`config.mk`:
```
export PLATFORM = sky130hd
export DESIGN_NAME = wcrc_write_path
export DESIGN_NICKNAME = d
export VERILOG_FILES = /design/src/rtl/wcrc_pkg.sv /design/src/rtl/wcrc_calc.sv /design/src/rtl/wcrc_skid.sv /design/src/rtl/wcrc_write_path.sv
export SDC_FILE = /design/constraint.sdc
export NUM_CORES = 1
export LEC_CHECK = 0
export BUFFER_PORTS_ARGS = -buffer_cell sky130_fd_sc_hd__buf_2
export CORE_MARGIN = 3
export CORE_UTILIZATION = 59
export CTS_CLUSTER_DIAMETER = 40
export DETAILED_ROUTE_END_ITERATION = 16
export HOLD_SLACK_MARGIN = 0.1
export PLACE_DENSITY = 0.8
export SLEW_MARGIN = 20
export SYNTH_ARGS = -nofsm -noshare
export SYNTH_HDL_FRONTEND = slang
export SYNTH_SLANG_ARGS = --single-unit
```
`constraint.sdc`:
```
create_clock -name CLK_I -period 3.8 [get_ports CLK_I]
set_clock_uncertainty 0.15 [all_clocks]
set_input_delay 0.38 -clock CLK_I [delete_from_list [all_inputs] [get_ports CLK_I]]
set_output_delay 0.38 -clock CLK_I [all_outputs]
set_load 0.01 [all_outputs]
```
`src/rtl/wcrc_pkg.sv`:
```
package wcrc_pkg;
   // ------------------------------------------------------------
   // mode register 0 burst field
   // ------------------------------------------------------------
   localparam logic [1:0] BURST_BL8 = 2'h0;
   localparam logic [1:0] BURST_OTF = 2'h1;
   localparam logic [1:0] BURST_BC4 = 2'h2;

   // ------------------------------------------------------------
   // register map (word index on the plain port)
   // ------------------------------------------------------------
   localparam logic [3:0] REG_CTRL = 4'h0;
   localparam logic [3:0] REG_STATUS = 4'h1;
   localparam logic [3:0] REG_WDATA = 4'h2;
   localparam logic [3:0] REG_ERRCNT = 4'h3;
   localparam logic [3:0] REG_WRCNT = 4'h4;
   localparam logic [3:0] REG_ACCEPT = 4'h5;

   // ctrl field positions
   localparam int CTRL_BURST_LO = 0;
   localparam int CTRL_CRC_EN = 2;
   localparam int CTRL_PRE2 = 3;
   localparam int CTRL_DM_EN = 4;
   localparam int CTRL_CWL_LO = 8;
   localparam int CTRL_CWL_W = 5;
   localparam int CTRL_RESYNC = 16;

   localparam logic [31:0] CTRL_RESET = 32'h0000_0900;

   // ------------------------------------------------------------
   // timing
   // ------------------------------------------------------------
   localparam int BEATS_BL8 = 8;
   localparam int BEATS_BC4 = 4;
   localparam int BEATS_CRC = 2;
   localparam int CONSEC_GAP = 5;
   localparam int STROBE_WINDOW = 6;
   localparam int CWL_FORBID = 9;
   localparam logic [7:0] CRC_POLY = 8'h07;

   typedef enum logic [1:0] {
      LAT_IDLE,
      LAT_WAIT,
      LAT_BURST
   } lat_state_t;
endpackage : wcrc_pkg

```
`src/rtl/wcrc_calc.sv`:
```
`timescale 1ns/1ps
// ------------------------------------------------------------
// running crc-8 over one data beat
// ------------------------------------------------------------
module wcrc_calc #(
   parameter int W = 8
) (
   input wire logic [7:0] crc_i,
   input wire logic [W-1:0] data_i,
   output logic [7:0] crc_o
);
   always_comb begin
      logic [7:0] c;
      c = crc_i;
      for (int i = W - 1; i >= 0; i--) begin
         if (c[7] ^ data_i[i]) begin
            c = {c[6:0], 1'b0} ^ wcrc_pkg::CRC_POLY;
         end else begin
            c = {c[6:0], 1'b0};
         end
      end
      crc_o = c;
   end
endmodule : wcrc_calc

```
`src/rtl/wcrc_skid.sv`:
```
`timescale 1ns/1ps
// ------------------------------------------------------------
// two-entry buffer, valid/ready both sides
// ------------------------------------------------------------
module wcrc_skid #(
   parameter int W = 8,
   parameter int DEPTH = 2
) (
   input wire logic clk_i,
   input wire logic nrst_i,
   input wire logic in_valid_i,
   output logic in_ready_o,
   input wire logic [W-1:0] in_data_i,
   output logic out_valid_o,
   input wire logic out_ready_i,
   output logic [W-1:0] out_data_o
);
   localparam int AW = $clog2(DEPTH);
   logic [W-1:0] mem_q [DEPTH];
   logic [W-1:0] mem_d [DEPTH];
   logic [AW-1:0] wp_q, wp_d, rp_q, rp_d;
   logic [AW:0] cnt_q, cnt_d;
   logic push, pop;

   assign in_ready_o = (cnt_q != (AW+1)'(DEPTH)) ? 1'b1 : 1'b0;
   assign out_valid_o = cnt_q != '0;
   assign out_data_o = mem_q[rp_q];
   assign push = in_valid_i && in_ready_o;
   assign pop = out_valid_o && out_ready_i;

   always_comb begin
      mem_d = mem_q;
      wp_d = wp_q;
      rp_d = rp_q;
      cnt_d = cnt_q;
      if (push) begin
         mem_d[wp_q] = in_data_i;
         wp_d = (wp_q == AW'(DEPTH - 1)) ? '0 : wp_q + 1'b1;
      end
      if (pop) begin
         rp_d = (rp_q == AW'(DEPTH - 1)) ? '0 : rp_q + 1'b1;
      end
      cnt_d = cnt_q + (AW+1)'(push) - (AW+1)'(pop);
   end

   always_ff @(posedge clk_i or negedge nrst_i) begin
      if (!nrst_i) begin
         for (int i = 0; i < DEPTH; i++) begin
            mem_q[i] <= '0;
         end
         wp_q <= '0;
         rp_q <= '0;
         cnt_q <= '0;
      end else begin
         mem_q <= mem_d;
         wp_q <= wp_d;
         rp_q <= rp_d;
         cnt_q <= cnt_d;
      end
   end
endmodule : wcrc_skid

```
`src/rtl/wcrc_write_path.sv`:
```
`timescale 1ns/1ps
module wcrc_write_path #(
   parameter int DQ_W = 8
) (
   input wire logic CLK_I,
   input wire logic NRST_I,
   // command side
   input wire logic WR_CMD_I,
   input wire logic A12_I,
   input wire logic [3:0] BANK_I,
   input wire logic PRE_ALL_IDLE_I,
   // link pins, sampled
   input wire logic DQS_I,
   input wire logic [DQ_W-1:0] DQ_I,
   // register port
   input wire logic [3:0] ADDR_I,
   input wire logic [31:0] WDATA_I,
   input wire logic WR_I,
   input wire logic RD_I,
   output logic [31:0] RDATA_O,
   // stored beats
   output logic BEAT_VALID_O,
   input wire logic BEAT_READY_I,
   output logic [DQ_W+3:0] BEAT_DATA_O,
   output logic BURST_DONE_O,
   output logic CRC_ERR_O
);
   // ------------------------------------------------------------
   // registers
   // ------------------------------------------------------------
   logic [31:0] ctrl_q, ctrl_d;
   logic [31:0] rdata_q, rdata_d;
   logic [15:0] errcnt_q, errcnt_d;
   logic [15:0] wrcnt_q, wrcnt_d;
   logic cfg_bad;
   logic tainted_q, tainted_d;
   logic [1:0] burst_fld;
   logic crc_en, pre2, dm_en;
   logic [4:0] cwl;

   assign burst_fld = ctrl_q[wcrc_pkg::CTRL_BURST_LO +: 2];
   assign crc_en = ctrl_q[wcrc_pkg::CTRL_CRC_EN];
   assign pre2 = ctrl_q[wcrc_pkg::CTRL_PRE2];
   assign dm_en = ctrl_q[wcrc_pkg::CTRL_DM_EN];
   assign cwl = ctrl_q[wcrc_pkg::CTRL_CWL_LO +: wcrc_pkg::CTRL_CWL_W];

   // ------------------------------------------------------------
   // pin synchronisers: 3 stages, 2nd and 3rd must agree
   // ------------------------------------------------------------
   logic [2:0] dqs_s_q, dqs_s_d;
   logic [DQ_W-1:0] dq_s1_q, dq_s2_q, dq_s3_q, dq_s1_d, dq_s2_d, dq_s3_d;
   logic dqs_lvl_q, dqs_lvl_d;
   logic dqs_edge;

   always_comb begin
      dqs_s_d = {dqs_s_q[1:0], DQS_I};
      dq_s1_d = DQ_I;
      dq_s2_d = dq_s1_q;
      dq_s3_d = dq_s2_q;
      dqs_lvl_d = dqs_lvl_q;
      if (dqs_s_q[1] == dqs_s_q[2]) begin
         dqs_lvl_d = dqs_s_q[2];
      end
   end
   // data sampled on each agreed strobe transition
   assign dqs_edge = dqs_lvl_d != dqs_lvl_q;

   always_ff @(posedge CLK_I or negedge NRST_I) begin
      if (!NRST_I) begin
         dqs_s_q <= '0;
         dq_s1_q <= '0;
         dq_s2_q <= '0;
         dq_s3_q <= '0;
         dqs_lvl_q <= 1'b0;
      end else begin
         dqs_s_q <= dqs_s_d;
         dq_s1_q <= dq_s1_d;
         dq_s2_q <= dq_s2_d;
         dq_s3_q <= dq_s3_d;
         dqs_lvl_q <= dqs_lvl_d;
      end
   end

   // ------------------------------------------------------------
   // write queue: command times to their latency slot
   // ------------------------------------------------------------
   wcrc_pkg::lat_state_t st_q, st_d;
   logic [4:0] lat_q, lat_d;
   logic [3:0] need_q, need_d;
   logic [3:0] beat_q, beat_d;
   logic [3:0] edge_win_q, edge_win_d;
   logic [7:0] crc_q, crc_d, crc_next;
   logic [7:0] rx_crc_q, rx_crc_d;
   logic pend_q, pend_d;
   logic pend_a12_q, pend_a12_d;
   logic [4:0] pend_lat_q, pend_lat_d;
   logic done_q, done_d;
   logic err_q, err_d;
   logic [3:0] cur_bank_q, cur_bank_d;
   logic push_ok;
   logic [3:0] data_beats;
   logic crc_beat;

   // crc beats are checked, never stored
   assign crc_beat = crc_en && beat_q >= need_q - 4'(wcrc_pkg::BEATS_CRC);

   wcrc_calc #(
      .W(DQ_W)
   ) u_crc (
      .crc_i(crc_q),
      .data_i(dq_s3_q),
      .crc_o(crc_next)
   );

   function automatic logic [3:0] beats_of(input logic [1:0] f,
                                           input logic a12);
      logic [3:0] b;
      b = 4'(wcrc_pkg::BEATS_BL8);
      if (f == wcrc_pkg::BURST_BC4) begin
         b = 4'(wcrc_pkg::BEATS_BC4);
      end else if (f == wcrc_pkg::BURST_OTF && !a12) begin
         b = 4'(wcrc_pkg::BEATS_BC4);
      end
      return b;
   endfunction : beats_of

   always_comb begin
      st_d = st_q;
      lat_d = lat_q;
      need_d = need_q;
      beat_d = beat_q;
      edge_win_d = edge_win_q;
      crc_d = crc_q;
      rx_crc_d = rx_crc_q;
      pend_d = pend_q;
      pend_a12_d = pend_a12_q;
      pend_lat_d = pend_lat_q;
      done_d = 1'b0;
      err_d = 1'b0;
      cur_bank_d = cur_bank_q;
      data_beats = beats_of(burst_fld, pend_a12_q);
      // second command while busy waits its own latency
      if (WR_CMD_I && st_q != wcrc_pkg::LAT_IDLE) begin
         pend_d = 1'b1;
         pend_a12_d = A12_I;
         pend_lat_d = cwl;
      end else if (pend_q && pend_lat_q != '0) begin
         pend_lat_d = pend_lat_q - 1'b1;
      end
      unique case (st_q)
         wcrc_pkg::LAT_IDLE: begin
            if (WR_CMD_I) begin
               st_d = wcrc_pkg::LAT_WAIT;
               lat_d = cwl;
               need_d = beats_of(burst_fld, A12_I) +
                        (crc_en ? 4'(wcrc_pkg::BEATS_CRC) : 4'h0);
               cur_bank_d = BANK_I;
            end
         end
         wcrc_pkg::LAT_WAIT: begin
            // every strobe edge from here on carries a beat
            if (lat_q != '0) begin
               lat_d = lat_q - 1'b1;
            end else begin
               st_d = wcrc_pkg::LAT_BURST;
               beat_d = '0;
               crc_d = '0;
               edge_win_d = '0;
            end
         end
         wcrc_pkg::LAT_BURST: begin
            if (dqs_edge && (push_ok || crc_beat)) begin
               beat_d = beat_q + 1'b1;
               if (crc_beat) begin
                  // code in the first crc beat, second one is filler
                  if (beat_q == need_q - 4'(wcrc_pkg::BEATS_CRC)) begin
                     rx_crc_d = dq_s3_q[7:0];
                  end
               end else begin
                  crc_d = crc_next;
               end
               if (beat_q == need_q - 1'b1) begin
                  // recovery reference: after last beat, crc incl.
                  done_d = 1'b1;
                  if (crc_en && rx_crc_d != crc_d) begin
                     err_d = 1'b1;
                  end
                  if (pend_q) begin
                     st_d = wcrc_pkg::LAT_WAIT;
                     lat_d = pend_lat_q;
                     need_d = data_beats +
                              (crc_en ? 4'(wcrc_pkg::BEATS_CRC) : 4'h0);
                     edge_win_d = '0;
                     pend_d = 1'b0;
                  end else begin
                     st_d = wcrc_pkg::LAT_IDLE;
                  end
               end
            end else if (beat_q == '0) begin
               // strobe tolerated within a window of cycles
               if (edge_win_q == 4'(wcrc_pkg::STROBE_WINDOW)) begin
                  st_d = wcrc_pkg::LAT_IDLE;
                  err_d = 1'b1;
               end else begin
                  edge_win_d = edge_win_q + 1'b1;
               end
            end
         end
         default: st_d = wcrc_pkg::LAT_IDLE;
      endcase
   end

   always_ff @(posedge CLK_I or negedge NRST_I) begin
      if (!NRST_I) begin
         st_q <= wcrc_pkg::LAT_IDLE;
         lat_q <= '0;
         need_q <= '0;
         beat_q <= '0;
         edge_win_q <= '0;
         crc_q <= '0;
         rx_crc_q <= '0;
         pend_q <= 1'b0;
         pend_a12_q <= 1'b0;
         pend_lat_q <= '0;
         done_q <= 1'b0;
         err_q <= 1'b0;
         cur_bank_q <= '0;
      end else begin
         st_q <= st_d;
         lat_q <= lat_d;
         need_q <= need_d;
         beat_q <= beat_d;
         edge_win_q <= edge_win_d;
         crc_q <= crc_d;
         rx_crc_q <= rx_crc_d;
         pend_q <= pend_d;
         pend_a12_q <= pend_a12_d;
         pend_lat_q <= pend_lat_d;
         done_q <= done_d;
         err_q <= err_d;
         cur_bank_q <= cur_bank_d;
      end
   end

   assign BURST_DONE_O = done_q;
   assign CRC_ERR_O = err_q;

   // ------------------------------------------------------------
   // beat buffer: two entries; a beat arriving while both are full is dropped
   // ------------------------------------------------------------
   logic in_valid;
   logic [DQ_W+3:0] buf_out;
   logic buf_valid;
   assign in_valid = st_q == wcrc_pkg::LAT_BURST && dqs_edge && !crc_beat;

   wcrc_skid #(
      .W(DQ_W + 4),
      .DEPTH(2)
   ) u_buf (
      .clk_i(CLK_I),
      .nrst_i(NRST_I),
      .in_valid_i(in_valid),
      .in_ready_o(push_ok),
      .in_data_i({cur_bank_q, dq_s3_q}),
      .out_valid_o(buf_valid),
      .out_ready_i(BEAT_READY_I),
      .out_data_o(buf_out)
   );
   assign BEAT_VALID_O = buf_valid;
   assign BEAT_DATA_O = buf_out;

   // ------------------------------------------------------------
   // register port and status
   // ------------------------------------------------------------
   // long preamble with minimum latency is a bad setup
   assign cfg_bad = pre2 && cwl <= 5'(wcrc_pkg::CWL_FORBID);

   always_comb begin
      ctrl_d = ctrl_q;
      errcnt_d = errcnt_q;
      wrcnt_d = wrcnt_q;
      rdata_d = '0;
      tainted_d = tainted_q;
      if (err_q) begin
         tainted_d = 1'b1;
         errcnt_d = errcnt_q + 1'b1;
      end
      if (PRE_ALL_IDLE_I && !err_q) begin
         tainted_d = 1'b0;
      end
      if (done_q) begin
         wrcnt_d = wrcnt_q + 1'b1;
      end
      if (WR_I && ADDR_I == wcrc_pkg::REG_CTRL) begin
         ctrl_d = WDATA_I;
      end
      if (RD_I) begin
         unique case (ADDR_I)
            wcrc_pkg::REG_CTRL: rdata_d = ctrl_q;
            wcrc_pkg::REG_STATUS: rdata_d = {26'h0, dm_en && crc_en,
                                             tainted_q, cfg_bad,
                                             st_q == wcrc_pkg::LAT_IDLE,
                                             2'(st_q)};
            wcrc_pkg::REG_ERRCNT: rdata_d = {16'h0, errcnt_q};
            wcrc_pkg::REG_WRCNT: rdata_d = {16'h0, wrcnt_q};
            // strobe-fault tolerance only with crc and otf off
            wcrc_pkg::REG_ACCEPT: rdata_d = {31'h0, !crc_en &&
                                             burst_fld != wcrc_pkg::BURST_OTF};
            default: rdata_d = '0;
         endcase
      end
   end

   always_ff @(posedge CLK_I or negedge NRST_I) begin
      if (!NRST_I) begin
         ctrl_q <= wcrc_pkg::CTRL_RESET;
         errcnt_q <= '0;
         wrcnt_q <= '0;
         rdata_q <= '0;
         tainted_q <= 1'b0;
      end else begin
         ctrl_q <= ctrl_d;
         errcnt_q <= errcnt_d;
         wrcnt_q <= wrcnt_d;
         rdata_q <= rdata_d;
         tainted_q <= tainted_d;
      end
   end
   assign RDATA_O = rdata_q;
   // spacing is the controller's; BURST_DONE_O marks its start
endmodule : wcrc_write_path

```
# Yosys cells after proc, flatten, opt, wreduce, memory -nomap -nowiden
# Cells that the tools add are included.
# word_totals
reg_bits	201
inputBits	57
output_inout_bits	47
# op_classes
add_sub_neg	14
n_reduce_logical	42
n_mux	83
order_cmp	5
bitwise_logic	18
eq_ne	27
# ops
cell	count
one-hot mux 32 bit (5 select lines)	1
2-to-1 mux 8 bit	9
2-to-1 mux 4 bit	17
2-to-1 mux 12 bit	4
2-to-1 mux 5 bit	7
adder 16 x 1 -> 16 bit (second input constant)	2
2-to-1 mux 32 bit	1
bitwise mux 24 bit	1
2-to-1 mux 3 bit	8
NOT 3 bit	8
one-hot mux 4 bit (2 select lines)	3
2-to-1 mux 1 bit	21
logical AND 1 bit	17
one-hot mux 8 bit (2 select lines)	1
!= test 3 bit (second input constant)	5
one-hot mux 5 bit (3 select lines)	1
2-to-1 mux 2 bit	7
!= test 2 bit (second input constant)	7
demux 12 bit (select 1 bit)	1
== test 4 x 3 -> 1 bit (second input constant)	3
AND reduction 6 bit	2
nonzero test 2 bit	6
AND reduction 5 bit	2
nonzero test 5 bit	2
32 further kinds	53

# Depth between registers and ports, before layout
# Gate-level depths: netlist (run 1).
# depth
word_depth	25
ltp_mapped	12
ltp_nobuf	11

# Modules after synthesis
# From an unflattened synthesis (run 1), not the netlist that was laid out.
# unflattened
cells_unflattened	764
hier_area_um2	9066.2
# modules_own_cells
module	area_per_inst_um2	instances	cells_per_inst
wcrc_write_path	7556.0	1	663
wcrc_skid	1326.3	1	80
wcrc_calc	183.9	1	21

# Worst setup path before layout (run 1)
# No wires, ideal clock.
# synth_path
kind	register to register
from	reg need_q[1]
to	reg edge_win_q[1]
t_arrival_ps	2753
stages_incl_launch_ff	11
setup_slack_ps	770
setup_time_ps	128
n_path_buf	1
cell_sequence	dfrtp_1 inv_1 ha_1 ha_1 and4b_1 buf_2 o21a_2 o21ai_2 mux2_2 o2111a_1 mux2_1
# synth_between
elab_chain_len	7
word_cells_on_any_way	14
cone_classes	add/sub (2); order compare (1); eq/ne (5); mux (2); reduce/logical (4)
# synth_lines
item	line_no	rtl
start, declared	wcrc_write_path.sv:89	logic [3:0] need_q, need_d;
start signal, assigned	wcrc_write_path.sv:231	need_q <= need_d;
subtractor 4 x 2 -> 4 bit	wcrc_write_path.sv:105	assign crc_beat = crc_en && beat_q >= need_q - 4'(wcrc_pkg::BEATS_CRC);
>= comparator 4 bit	wcrc_write_path.sv:105	
logical AND 1 bit	wcrc_write_path.sv:105	
logical OR 1 bit	wcrc_write_path.sv:172	if (dqs_edge && (push_ok || crc_beat)) begin
logical AND 1 bit	wcrc_write_path.sv:172	
!= test 3 bit (no source line) or 2-to-1 mux 4 bit (tied branches)	n/a	
AND reduction 6 bit (no source line) or one-hot mux 4 bit (2 select lines) (tied branches)	n/a	
end signal, assigned	wcrc_write_path.sv:233	edge_win_q <= edge_win_d;
end, declared	wcrc_write_path.sv:91	logic [3:0] edge_win_q, edge_win_d;
# Several ways; a longest one is shown, not always the timed one.
# A chain may end at the register's enable or synchronous reset.

# Worst setup path after layout (run 1)
# Ends and elaborated chain as after synthesis.

==> flow_metrics.env, run 1 <==
export IMPL_antenna_left=0
export IMPL_synth_edff_count=0
export IMPL_grt_max_degree=104
export IMPL_fmax_mhz=297
export IMPL_rsz0062_at_grt="no"
export IMPL_core_area_um2=15300
export IMPL_ctsResizeCount=0
export IMPL_vdd_drop_max_mv=0.459
export IMPL_cts_made_buffers=17
export IMPL_cp_data_required_time_ns=3.97
export IMPL_clkTransAtPathRegs_ns=0.07
export IMPL_postCtsSetupBuffers=0
export IMPL_start_util_pct=60.4
export IMPL_cts_tree="built"
export IMPL_wire_per_inst_um=18.2
export IMPL_ctsHoldBuffers=48
export IMPL_hold_viol_final=0
export IMPL_grt_total_usage_pct=25.7
export IMPL_clkSinkCount=200
export IMPL_num_antenna_cells=0
export IMPL_clk_latency_ns=0.43
export IMPL_dp_slack_ns=0.492
export IMPL_cts_buffer_depth=2
export IMPL_worstMarginPinSlew_ns=0.981
export IMPL_path_class="reg -> reg"
export IMPL_startpoint="need_q[1]$_DFFE_PN0P_"
export IMPL_dp_hpwl_um=13700
export IMPL_post_route_worst_setup_slack_ns=0.434
export IMPL_power_leakage_nw=5.29
export IMPL_die_h_um=131
export IMPL_h_tree_depth=4
export IMPL_synth_net_count=858
export IMPL_seq_area_frac_synth_pct=54.3
export IMPL_fin_setup_tns_ns=0
export IMPL_maxSlewHeadroom_pct=33.7
export IMPL_grt_overflow_total=0
export IMPL_worstHoldStart="BEAT_READY_I"
export IMPL_pin_count=104
export IMPL_setup_violations=0
export IMPL_status="completed"
export IMPL_syn_area_um2=9220
export IMPL_die_x_um=131
export IMPL_drv_cap=0
export IMPL_crit_fanout=16
export IMPL_p_total_mw=7.18
export IMPL_grt_pass1_wl_um=34400
export IMPL_end_kind="register"
export IMPL_regToRegStartpoint="need_q[1]$_DFFE_PN0P_"
export IMPL_num_nets_final=1011
export IMPL_ys_async_sr_fraction_pct=100
export IMPL_min_period_ns=3.37
export IMPL_worst_ep_arrival_time_ns=3.53
export IMPL_whs_ns=0.146
export IMPL_rrSetupSlack_ns=0.43
export IMPL_netlist_instances=781
export IMPL_antenna_found_initial=0
export IMPL_first_pass_iters=6
export IMPL_routed_wl_um=21100
export IMPL_synth_cell_types=69
export IMPL_hp_class="in -> reg"
export IMPL_vias_per_cell=5.76
export IMPL_start_kind="register"
export IMPL_finalCritPeriodShare_pct=88.6
export IMPL_root_buffer="clkbuf_16"
export IMPL_synth_seq_cells=200
export IMPL_syn_area_per_cell_um2=11.8
export IMPL_first_iter_violations=538
export IMPL_synth_flop_cell="dfrtp_1"
export IMPL_yosys_warnings=0
export IMPL_rows=45
export IMPL_portBuffers=103
export IMPL_gp_congestion=0.945
export IMPL_final_max_slew_viol_count=0
export IMPL_grt_pass1_vias=6850
export IMPL_layout_commonest_cell="dfrtp_1"
export IMPL_dr_total_vias=6671
export IMPL_layout_common_cells="dfrtp_1 (198), buf_2 (102), mux2_2 (90)"
export IMPL_die_area_um2=17200
export IMPL_drc=0
export IMPL_area_delta_synth_final_pct=20.3
export IMPL_power_density_nw_per_um2=648
export IMPL_drive_gt1_share_pct=26.6
worst paths after layout:
path / end / cells past startpoint
worst max-delay path: edge_win_q[1]$_DFFE_PN0P_ / 9
worst min-delay path: u_buf.rp_q$_DFFE_PN0P_ / 3
worst max register to register: edge_win_q[1]$_DFFE_PN0P_ / 9
worst min register to register: dq_s3_q[3]$_DFF_PN0_ / 0
max in group asynchronous: u_buf.mem_q[5]$_DFFE_PN0P_ / 3
min in group asynchronous: pend_lat_q[0]$_DFFE_PN0P_ / 2
sequential cells by signal (all words and copies together) (netlist names), 5 cells and up:
register     cells
pend_lat_q       5
dq_s3_q          8
RDATA_O         32
lat_q            5
rx_crc_q         8
dq_s2_q          8
wrcnt_q         16
errcnt_q        16
crc_q            8
dq_s1_q          8
u_buf.mem_q     24
ctrl_q          32
where the power goes:
part / internal [mW] / leakage (nW) / switching [mW]
clock network: 1.01 / 0.293 / 0.832
registers: 2.54 / 2.59 / 0.363
logic: 1.17 / 2.41 / 1.27
cells by family (layout without fill, tap and decap cells):
logic type               count (synthesis)  in the layout  synth area share (%)
XOR/XNOR                                71             71                  7.30
buffers and inverters                   56            222                  2.33
multiplexers                           100            100                  12.1
AND/OR/NAND/NOR                        212            212                  11.7
AO/OA/AOI/OAI                          121            121                  9.38
flip-flops                             200            200                  54.3
adder cells (fa/ha/maj)                 21             21                  2.82
cells in the mapped netlist (3+ instances only):
library cell	n	area share, %
a22oi_1	6	0.49
nor4_1	4	0.27
a211oi_1	4	0.33
a21o_1	4	0.33
nor3_1	12	0.65
nand3_1	25	1.4
nor2_1	52	2.1
and4_1	3	0.29
nor4b_1	4	0.38
nand4_1	10	0.68
mux2_2	90	11
nand2b_1	6	0.41
a22o_1	4	0.38
o31ai_1	3	0.24
o22ai_1	3	0.20
a221oi_1	4	0.38
o211ai_1	5	0.41
xnor2_2	3	0.53
dfrtp_1	198	54
xnor2_1	47	4.5
and3_1	24	1.6
nor3b_1	3	0.24
a21oi_1	20	1.1
buf_1	4	0.16
nand2_1	48	2.0
a31oi_1	4	0.27
inv_1	27	1.1
nor2b_1	6	0.41
clkbuf_1	21	0.86
o221ai_1	3	0.29
o21a_1	4	0.33
a222oi_1	13	1.4
xor2_1	19	1.8
ha_1	20	2.7
buf_2	4	0.22
mux2i_1	9	0.98
o21ai_0	24	1.3
through the flow:
step,cell area (um2),utilization (%),std cells
floorplan,9220,-,781
global placement,10000,65.6,1078
detailed placement,10000,65.6,1078
CTS,11100,72.7,1158
global route,11100,72.7,1158
finish,11100,72.7,1158
final cells by class:
cell class              instances  area (um2)
clock buffers                  20         447
clock inverters                12         155
fillers                      1033        4170
inverters                      27         101
multi-input cells             525        4010
flip-flops and latches        200        5010
well taps                     211         264
repair buffers                163        1110
critical path, stage by stage (launching register included):
cell	delay [ns]
dfrtp_1	0.36
inv_1	0.10
ha_1	0.25
ha_1	0.34
and4b_1	0.33
o21a_2	0.37
o21ai_2	0.36
mux2_2	0.37
o2111a_1	0.30
mux2_1	0.32
layer usage:
metal | global-route usage [%] | vias to the layer above | part of all wire [%]
met1 | 33.2 | 3353 | 43
met4 | 8.47 | 0 | 2.3
met5 | 0 | - | 0
met3 | 5.93 | 33 | 4.4
met2 | 43.0 | 178 | 50
li1 | - | 3107 | -
Power figures use the tool's default switching activity.
==> run 2: changes to the inputs <==
--- a/config.mk
+++ b/config.mk
@@ -5,6 +5,7 @@
 export SDC_FILE = /design/constraint.sdc
 export NUM_CORES = 1
 export LEC_CHECK = 0
+export ABC_AREA = 1
 export BUFFER_PORTS_ARGS = -buffer_cell sky130_fd_sc_hd__buf_2
 export CORE_MARGIN = 3
 export CORE_UTILIZATION = 59
@@ -15,4 +16,5 @@
 export SLEW_MARGIN = 20
 export SYNTH_ARGS = -nofsm -noshare
 export SYNTH_HDL_FRONTEND = slang
+export SYNTH_HIERARCHICAL = 1
 export SYNTH_SLANG_ARGS = --single-unit
==> run 2 against run 1 <==
Synthesized cell count increased by 38%. Sequential power grew 1%. Sequential share of layout area down 0.79 points. Hold slack got worse by 0.027 ns. Critical path type unchanged. Largest cell class unchanged. Wire length fell by 2.1%. Total power grew 6.2%. Register-to-register slack better by 0.48 ns. Largest power group unchanged. Highest routed layer unchanged.
==> flow_metrics.env, run 2 <==
export IMPL_status="completed"
export IMPL_synth_net_count=1151
export IMPL_post_route_worst_setup_slack_ns=0.915
export IMPL_pin_count=104
export IMPL_rrSetupSlack_ns=0.92
export IMPL_worstMarginPinSlew_ns=0.757
export IMPL_vias_per_cell=5.20
export IMPL_instances_no_fill=1448
export IMPL_grt_pass1_vias=7254
export IMPL_register_area_um2=5010
export IMPL_first_iter_violations=576
export IMPL_portBuffers=103
export IMPL_grt_pass1_wl_um=34700
export IMPL_antenna_left=0
export IMPL_setup_violations=0
export IMPL_fill_cells=1144
export IMPL_hp_class="in -> reg"
export IMPL_syn_area_um2=9520
export IMPL_yosys_top_cells_area="dfrtp_1 (52%), nand2_1 (10%), inv_1 (6.3%)"
export IMPL_yosys_warnings=6
export IMPL_wire_per_inst_um=14.2
export IMPL_syn_area_per_cell_um2=8.86
export IMPL_die_area_um2=17700
export IMPL_layout_commonest_cell="nand2_1"
export IMPL_min_path_cells=3
export IMPL_multi_input_area_um2=3750
export IMPL_dr_total_vias=7523
export IMPL_area_delta_synth_final_pct=18.6
export IMPL_maxSlewHeadroom_pct=49.5
export IMPL_cp_data_required_time_ns=3.97
export IMPL_root_buffer="clkbuf_16"
export IMPL_ctsResizeCount=0
export IMPL_drv_cap=0
export IMPL_die_x_um=133
export IMPL_start_kind="register"
export IMPL_fin_setup_tns_ns=0
export IMPL_num_antenna_cells=0
export IMPL_crit_fanout=26
export IMPL_routed_wl_um=20600
export IMPL_dp_slack_ns=0.961
export IMPL_synth_seq_cells=200
export IMPL_ys_async_sr_fraction_pct=100
export IMPL_cts_made_buffers=17
export IMPL_power_leakage_nw=5.99
export IMPL_min_period_ns=2.88
export IMPL_end_kind="register"
export IMPL_power_density_nw_per_um2=676
export IMPL_core_area_um2=15500
export IMPL_hold_viol_final=0
export IMPL_path_class="reg -> reg"
export IMPL_antenna_found_initial=0
export IMPL_worst_ep_arrival_time_ns=3.05
export IMPL_die_h_um=133
export IMPL_seq_area_frac_synth_pct=52.6
export IMPL_start_util_pct=61.5
export IMPL_vdd_drop_max_mv=0.351
export IMPL_rows=45
export IMPL_reg2reg_depth=13
export IMPL_layout_common_cells="nand2_1 (253), dfrtp_1 (198), inv_1 (160)"
export IMPL_synth_top_area_cell="dfrtp_1"
export IMPL_fmax_mhz=347
export IMPL_ctsHoldBuffers=48
export IMPL_fin_util_pct=72.9
export IMPL_postCtsSetupBuffers=0
export IMPL_grt_total_usage_pct=24.2
export IMPL_clkTransAtPathRegs_ns=0.07
export IMPL_gp_congestion=0.909
export IMPL_final_max_slew_viol_count=0
export IMPL_placedCellCount=1368
export IMPL_rsz0062_at_grt="no"
export IMPL_dp_hpwl_um=13900
export IMPL_cts_buffer_depth=2
export IMPL_yosys_top_cells_count="nand2_1 (254), dfrtp_1 (198), inv_1 (160)"
export IMPL_post_synth_top_count_cell="nand2_1"
export IMPL_clkSinkCount=200
export IMPL_synth_top_area_share_pct=52.0
export IMPL_grt_max_degree=96
export IMPL_drive_gt1_share_pct=17.4
export IMPL_h_tree_depth=4
export IMPL_finalCritPeriodShare_pct=75.9
export IMPL_synth_cell_types=44
export IMPL_drc=0
export IMPL_grt_overflow_total=0
export IMPL_num_nets_final=1301
export IMPL_netlist_instances=1074
export IMPL_synth_edff_count=0
export IMPL_synth_flop_cell="dfrtp_1"
export IMPL_cts_tree="built"
export IMPL_first_pass_iters=5
export IMPL_clk_latency_ns=0.43
[run 2: cell count changes in the layout (fill, tap and decap cells not counted), moves of 20 or more]
| cell | delta |
|---|---|
| nand2_2 | +28 |
| mux2_2 | -77 |
| xnor2_1 | -34 |
| nand3_1 | +24 |
| nand4_1 | +20 |
| and3_1 | -24 |
| nand2_1 | +205 |
| inv_1 | +133 |
| nor2_1 | +28 |
[run 2: kinds of logic after synthesis]
family / synth area share (%)
simple gates: 22.9
xor+xnor: 4.42
compound gates: 7.78
flops: 52.6
buf+inv: 8.11
mux: 1.54
fa+ha+maj: 2.63
[run 2: final cells by class]
| class | count | share of cell area (%) |
|---|---|---|
| sequential | 200 | 44.4 |
| multi-input combinational | 683 | 33.2 |
| timing repair buffer | 158 | 9.48 |
| inverter | 164 | 5.45 |
| clock buffer | 20 | 4.05 |
| tap | 211 | 2.34 |
| clock inverter | 12 | 1.12 |
[run 2: critical path: stages (launching register included)]
cell and delay [ns]:
dfrtp_1 0.35, inv_1 0.07, ha_1 0.21, xnor2_1 0.13
ha_1 0.32, a21oi_2 0.15, nand2_1 0.06, nand2_1 0.11
nand2_4 0.11, nor3_2 0.21, buf_4 0.31, nand3_2 0.35
nand2_1 0.16, nand2_1 0.06
[run 2: final timing paths]
| path | start | endpoint |
|---|---|---|
| setup / recovery | need_q[1]$_DFFE_PN0P_ | u_buf/mem_q[11]$_DFFE_PN0P_ |
| hold / removal | WDATA_I[21] | ctrl_q[21]$_DFFE_PN0P_ |
| setup reg to reg | need_q[1]$_DFFE_PN0P_ | u_buf/mem_q[11]$_DFFE_PN0P_ |
| hold reg to reg | dq_s1_q[2]$_DFF_PN0_ | dq_s2_q[2]$_DFF_PN0_ |
| max in group asynchronous | NRST_I | u_buf/mem_q[5]$_DFFE_PN0P_ |
| min in group asynchronous | NRST_I | dq_s1_q[7]$_DFF_PN0_ |
[run 2: per-stage QoR]
step	hold slack (ns)	total power, mW	cell area (um2)
after global placement	0.182	5.70	10200
after floorplan	-0.0656	5.12	9520
final	0.120	7.63	11300
after CTS	0.106	7.65	11300
after global routing	0.135	8.24	11300
after detailed placement	0.185	5.80	10200
[run 2: routing by layer]
| layer | global-route usage [%] | up-vias | wire (um) |
|---|---|---|---|
| li1 | - | 3722 | - |
| met1 | 33.7 | 3559 | 9490 |
| met2 | 39.0 | 209 | 9730 |
| met3 | 4.60 | 33 | 1060 |
| met4 | 6.99 | 0 | 327 |
| met5 | 0 | - | 0 |
[run 2: power breakdown]
part	switching [mW]	internal (mW)	leakage [nW]	total (mW)
clock network	0.782	1.00	0.286	1.78
registers	0.367	2.57	2.54	2.94
logic	1.85	1.06	3.16	2.91
total	3.00	4.63	5.99	7.63
==> run 3: changes to the inputs <==
--- a/config.mk
+++ b/config.mk
@@ -8,11 +8,11 @@
 export ABC_AREA = 1
 export BUFFER_PORTS_ARGS = -buffer_cell sky130_fd_sc_hd__buf_2
 export CORE_MARGIN = 3
-export CORE_UTILIZATION = 59
+export CORE_UTILIZATION = 53
 export CTS_CLUSTER_DIAMETER = 40
 export DETAILED_ROUTE_END_ITERATION = 16
 export HOLD_SLACK_MARGIN = 0.1
-export PLACE_DENSITY = 0.8
+export PLACE_DENSITY = 0.76
 export SLEW_MARGIN = 20
 export SYNTH_ARGS = -nofsm -noshare
 export SYNTH_HDL_FRONTEND = slang
==> constraint.sdc (replaced) <==
create_clock -name CLK_I -period 2.3 [get_ports CLK_I]
set_clock_uncertainty 0.15 [all_clocks]
set_input_delay 0.23 -clock CLK_I [delete_from_list [all_inputs] [get_ports CLK_I]]
set_output_delay 0.23 -clock CLK_I [all_outputs]
set_load 0.01 [all_outputs]
==> run 3 against run 2 <==
The run now ends with negative setup slack left. Utilization decreased by 1.1 points. Highest routed layer unchanged. Critical path type unchanged. Worst setup slack got worse by 1.2 ns. Clock-buffer cell count down 1. Sequential share of layout area is 4.3 points lower.
==> flow_metrics.env, run 3 (synthesis gave the netlist of run 2 again) <==
export IMPL_status="complete, but fails checks"
export IMPL_violations="negative setup slack"
export IMPL_die_x_um=140
export IMPL_crit_fanout=5
export IMPL_num_nets_final=1375
export IMPL_switchingPower_mw=5.89
export IMPL_drc=0
export IMPL_p_seq_share_pct=32.5
export IMPL_worstMarginPinSlew_ns=0.616
export IMPL_drv_cap=0
export IMPL_path_class="reg -> reg"
export IMPL_cp_data_required_time_ns=2.48
export IMPL_fin_util_pct=71.8
export IMPL_power_density_nw_per_um2=1200
export IMPL_pin_count=104
export IMPL_first_pass_iters=7
export IMPL_fill_cells=1254
export IMPL_cts_made_buffers=17
export IMPL_clkTransAtPathRegs_ns=0.07
export IMPL_start_kind="register"
export IMPL_num_antenna_cells=0
export IMPL_power_frac_clock_pct=21.6
export IMPL_whs_ns=0.133
export IMPL_routed_wl_um=23700
export IMPL_min_period_ns=2.57
export IMPL_maxSlewHeadroom_pct=58.5
export IMPL_hp_class="in -> reg"
export IMPL_first_iter_violations=602
export IMPL_p_int_mw=9.05
export IMPL_fin_setup_tns_ns=-10.21
export IMPL_dr_total_vias=8085
export IMPL_gp_congestion=0.876
export IMPL_wire_per_inst_um=15.4
export IMPL_core_area_um2=17400
export IMPL_setup_violations=64
export IMPL_hold_viol_final=0
export IMPL_worst_ep_arrival_time_ns=2.75
export IMPL_grt_max_degree=67
export IMPL_antenna_found_initial=0
export IMPL_rows=48
export IMPL_cts_buffer_depth=2
export IMPL_multi_input_area_um2=4150
export IMPL_clkSinkCount=200
export IMPL_grt_pass1_wl_um=38300
export IMPL_drive_gt1_share_pct=25.7
export IMPL_clk_latency_ns=0.43
export IMPL_antenna_left=0
export IMPL_die_area_um2=19600
export IMPL_layout_commonest_cell="nand2_1"
export IMPL_end_kind="register"
export IMPL_layout_common_cells="nand2_1 (227), dfrtp_1 (198), inv_1 (155)"
export IMPL_portBuffers=103
export IMPL_power_leakage_nw=6.50
export IMPL_finalCritPeriodShare_pct=112
export IMPL_dp_hpwl_um=15000
export IMPL_die_h_um=140
export IMPL_comb_power_share_pct=45.9
export IMPL_post_route_worst_setup_slack_ns=-0.266
export IMPL_rrSetupSlack_ns=-0.27
export IMPL_start_util_pct=54.7
export IMPL_fmax_mhz=390
export IMPL_grt_total_usage_pct=23.9
export IMPL_vias_per_cell=5.26
export IMPL_place_area_um2=10800
export IMPL_vdd_drop_max_mv=0.718
export IMPL_rsz0062_at_grt="yes"
export IMPL_root_buffer="clkbuf_16"
export IMPL_netSwitchingFraction_pct=39.5
export IMPL_area_delta_synth_final_pct=31.3
export IMPL_cts_tree="built"
export IMPL_fin_area_um2=12500
export IMPL_final_max_slew_viol_count=0
export IMPL_h_tree_depth=4
export IMPL_register_area_um2=5010
export IMPL_grt_overflow_total=0
export IMPL_grt_pass1_vias=7950
run 3: cell count changes in the layout (fill, tap and decap cells not counted), moves of 6 or more:
cell,previous run,this run
nand2_8,0,6
nand2_1,253,227
buf_12,1,8
nand2_2,28,40
nand2_4,7,16
buf_4,6,58
o21ai_0,25,17
o21ai_1,17,24
run 3: timing repair:
action / in CTS / in global routing
setup buffers: 10 / 5
resized for setup: 22 / 55
setup endpoints to repair: 58 / 67
endpoints found under the hold margin: 157 / 0
cloned: 4 / 3
pin swaps: 14 / 15
hold buffers: 51 / 0
run 3: area by class of cell:
type                       count  share of cell area [%]
clock buffer                  19                    3.62
clock inverter                13                    1.52
inverter                     164                    5.04
multi-input combinational    686                    33.2
sequential                   200                    40.1
tap                          225                    2.25
timing repair buffer         228                    14.2
timing repair inverter         1                  0.0901
run 3: per-stage QoR:
step	cells	power, mW	worst slack (ns)
5_1_grt	1536	16.0	-0.378
3_3_place_gp	1431	10.4	-0.213
6_report	1536	14.9	-0.266
4_1_cts	1528	14.2	-0.192
3_5_place_dp	1431	10.5	-0.274
2_1_floorplan	1074	8.60	-0.181
run 3: final timing paths:
kind	startpoint	end	cells after the start
max	need_q[2]$_DFFE_PN0P_	edge_win_q[3]$_DFFE_PN0P_	15
min	WR_I	ctrl_q[11]$_DFFE_PN1P_	4
max reg2reg	need_q[2]$_DFFE_PN0P_	edge_win_q[3]$_DFFE_PN0P_	15
min reg2reg	dq_s2_q[3]$_DFF_PN0_	dq_s3_q[3]$_DFF_PN0_	0
max in group asynchronous	NRST_I	CRC_ERR_O$_DFF_PN0_	3
min in group asynchronous	NRST_I	RDATA_O[24]$_DFF_PN0_	2
run 3: critical path, cell delays in order, from the launching register on:
cell	delay, ns
dfrtp_1	0.37
inv_2	0.05
ha_4	0.17
xnor2_4	0.17
ha_4	0.24
a21oi_2	0.15
nand2_1	0.08
nand2_2	0.09
nand2_4	0.06
or2_4	0.27
nand3_1	0.15
nand2_1	0.11
nor2_4	0.19
nand2_4	0.09
nand2_2	0.07
nand2_2	0.05
run 3: per-layer routing:
layer / GRT usage [%] / up-vias / wire [um]
met4: 7.14 / 0 / 504
met5: 0 / - / 0
met1: 33.4 / 3883 / 10400
met3: 3.52 / 45 / 1370
met2: 38.9 / 281 / 11400
li1: - / 3876 / -
run 3: power by group through the flow:
| stage | clock [mW] | sequential (mW) | combinational [mW] |
|---|---|---|---|
| floorplan | 0 | 4.71 | 3.89 |
| global placement | 0 | 4.82 | 5.53 |
| detailed placement | 0 | 4.84 | 5.68 |
| CTS | 3.29 | 4.80 | 6.13 |
| global route | 3.46 | 4.94 | 7.58 |
| finish | 3.23 | 4.86 | 6.86 |
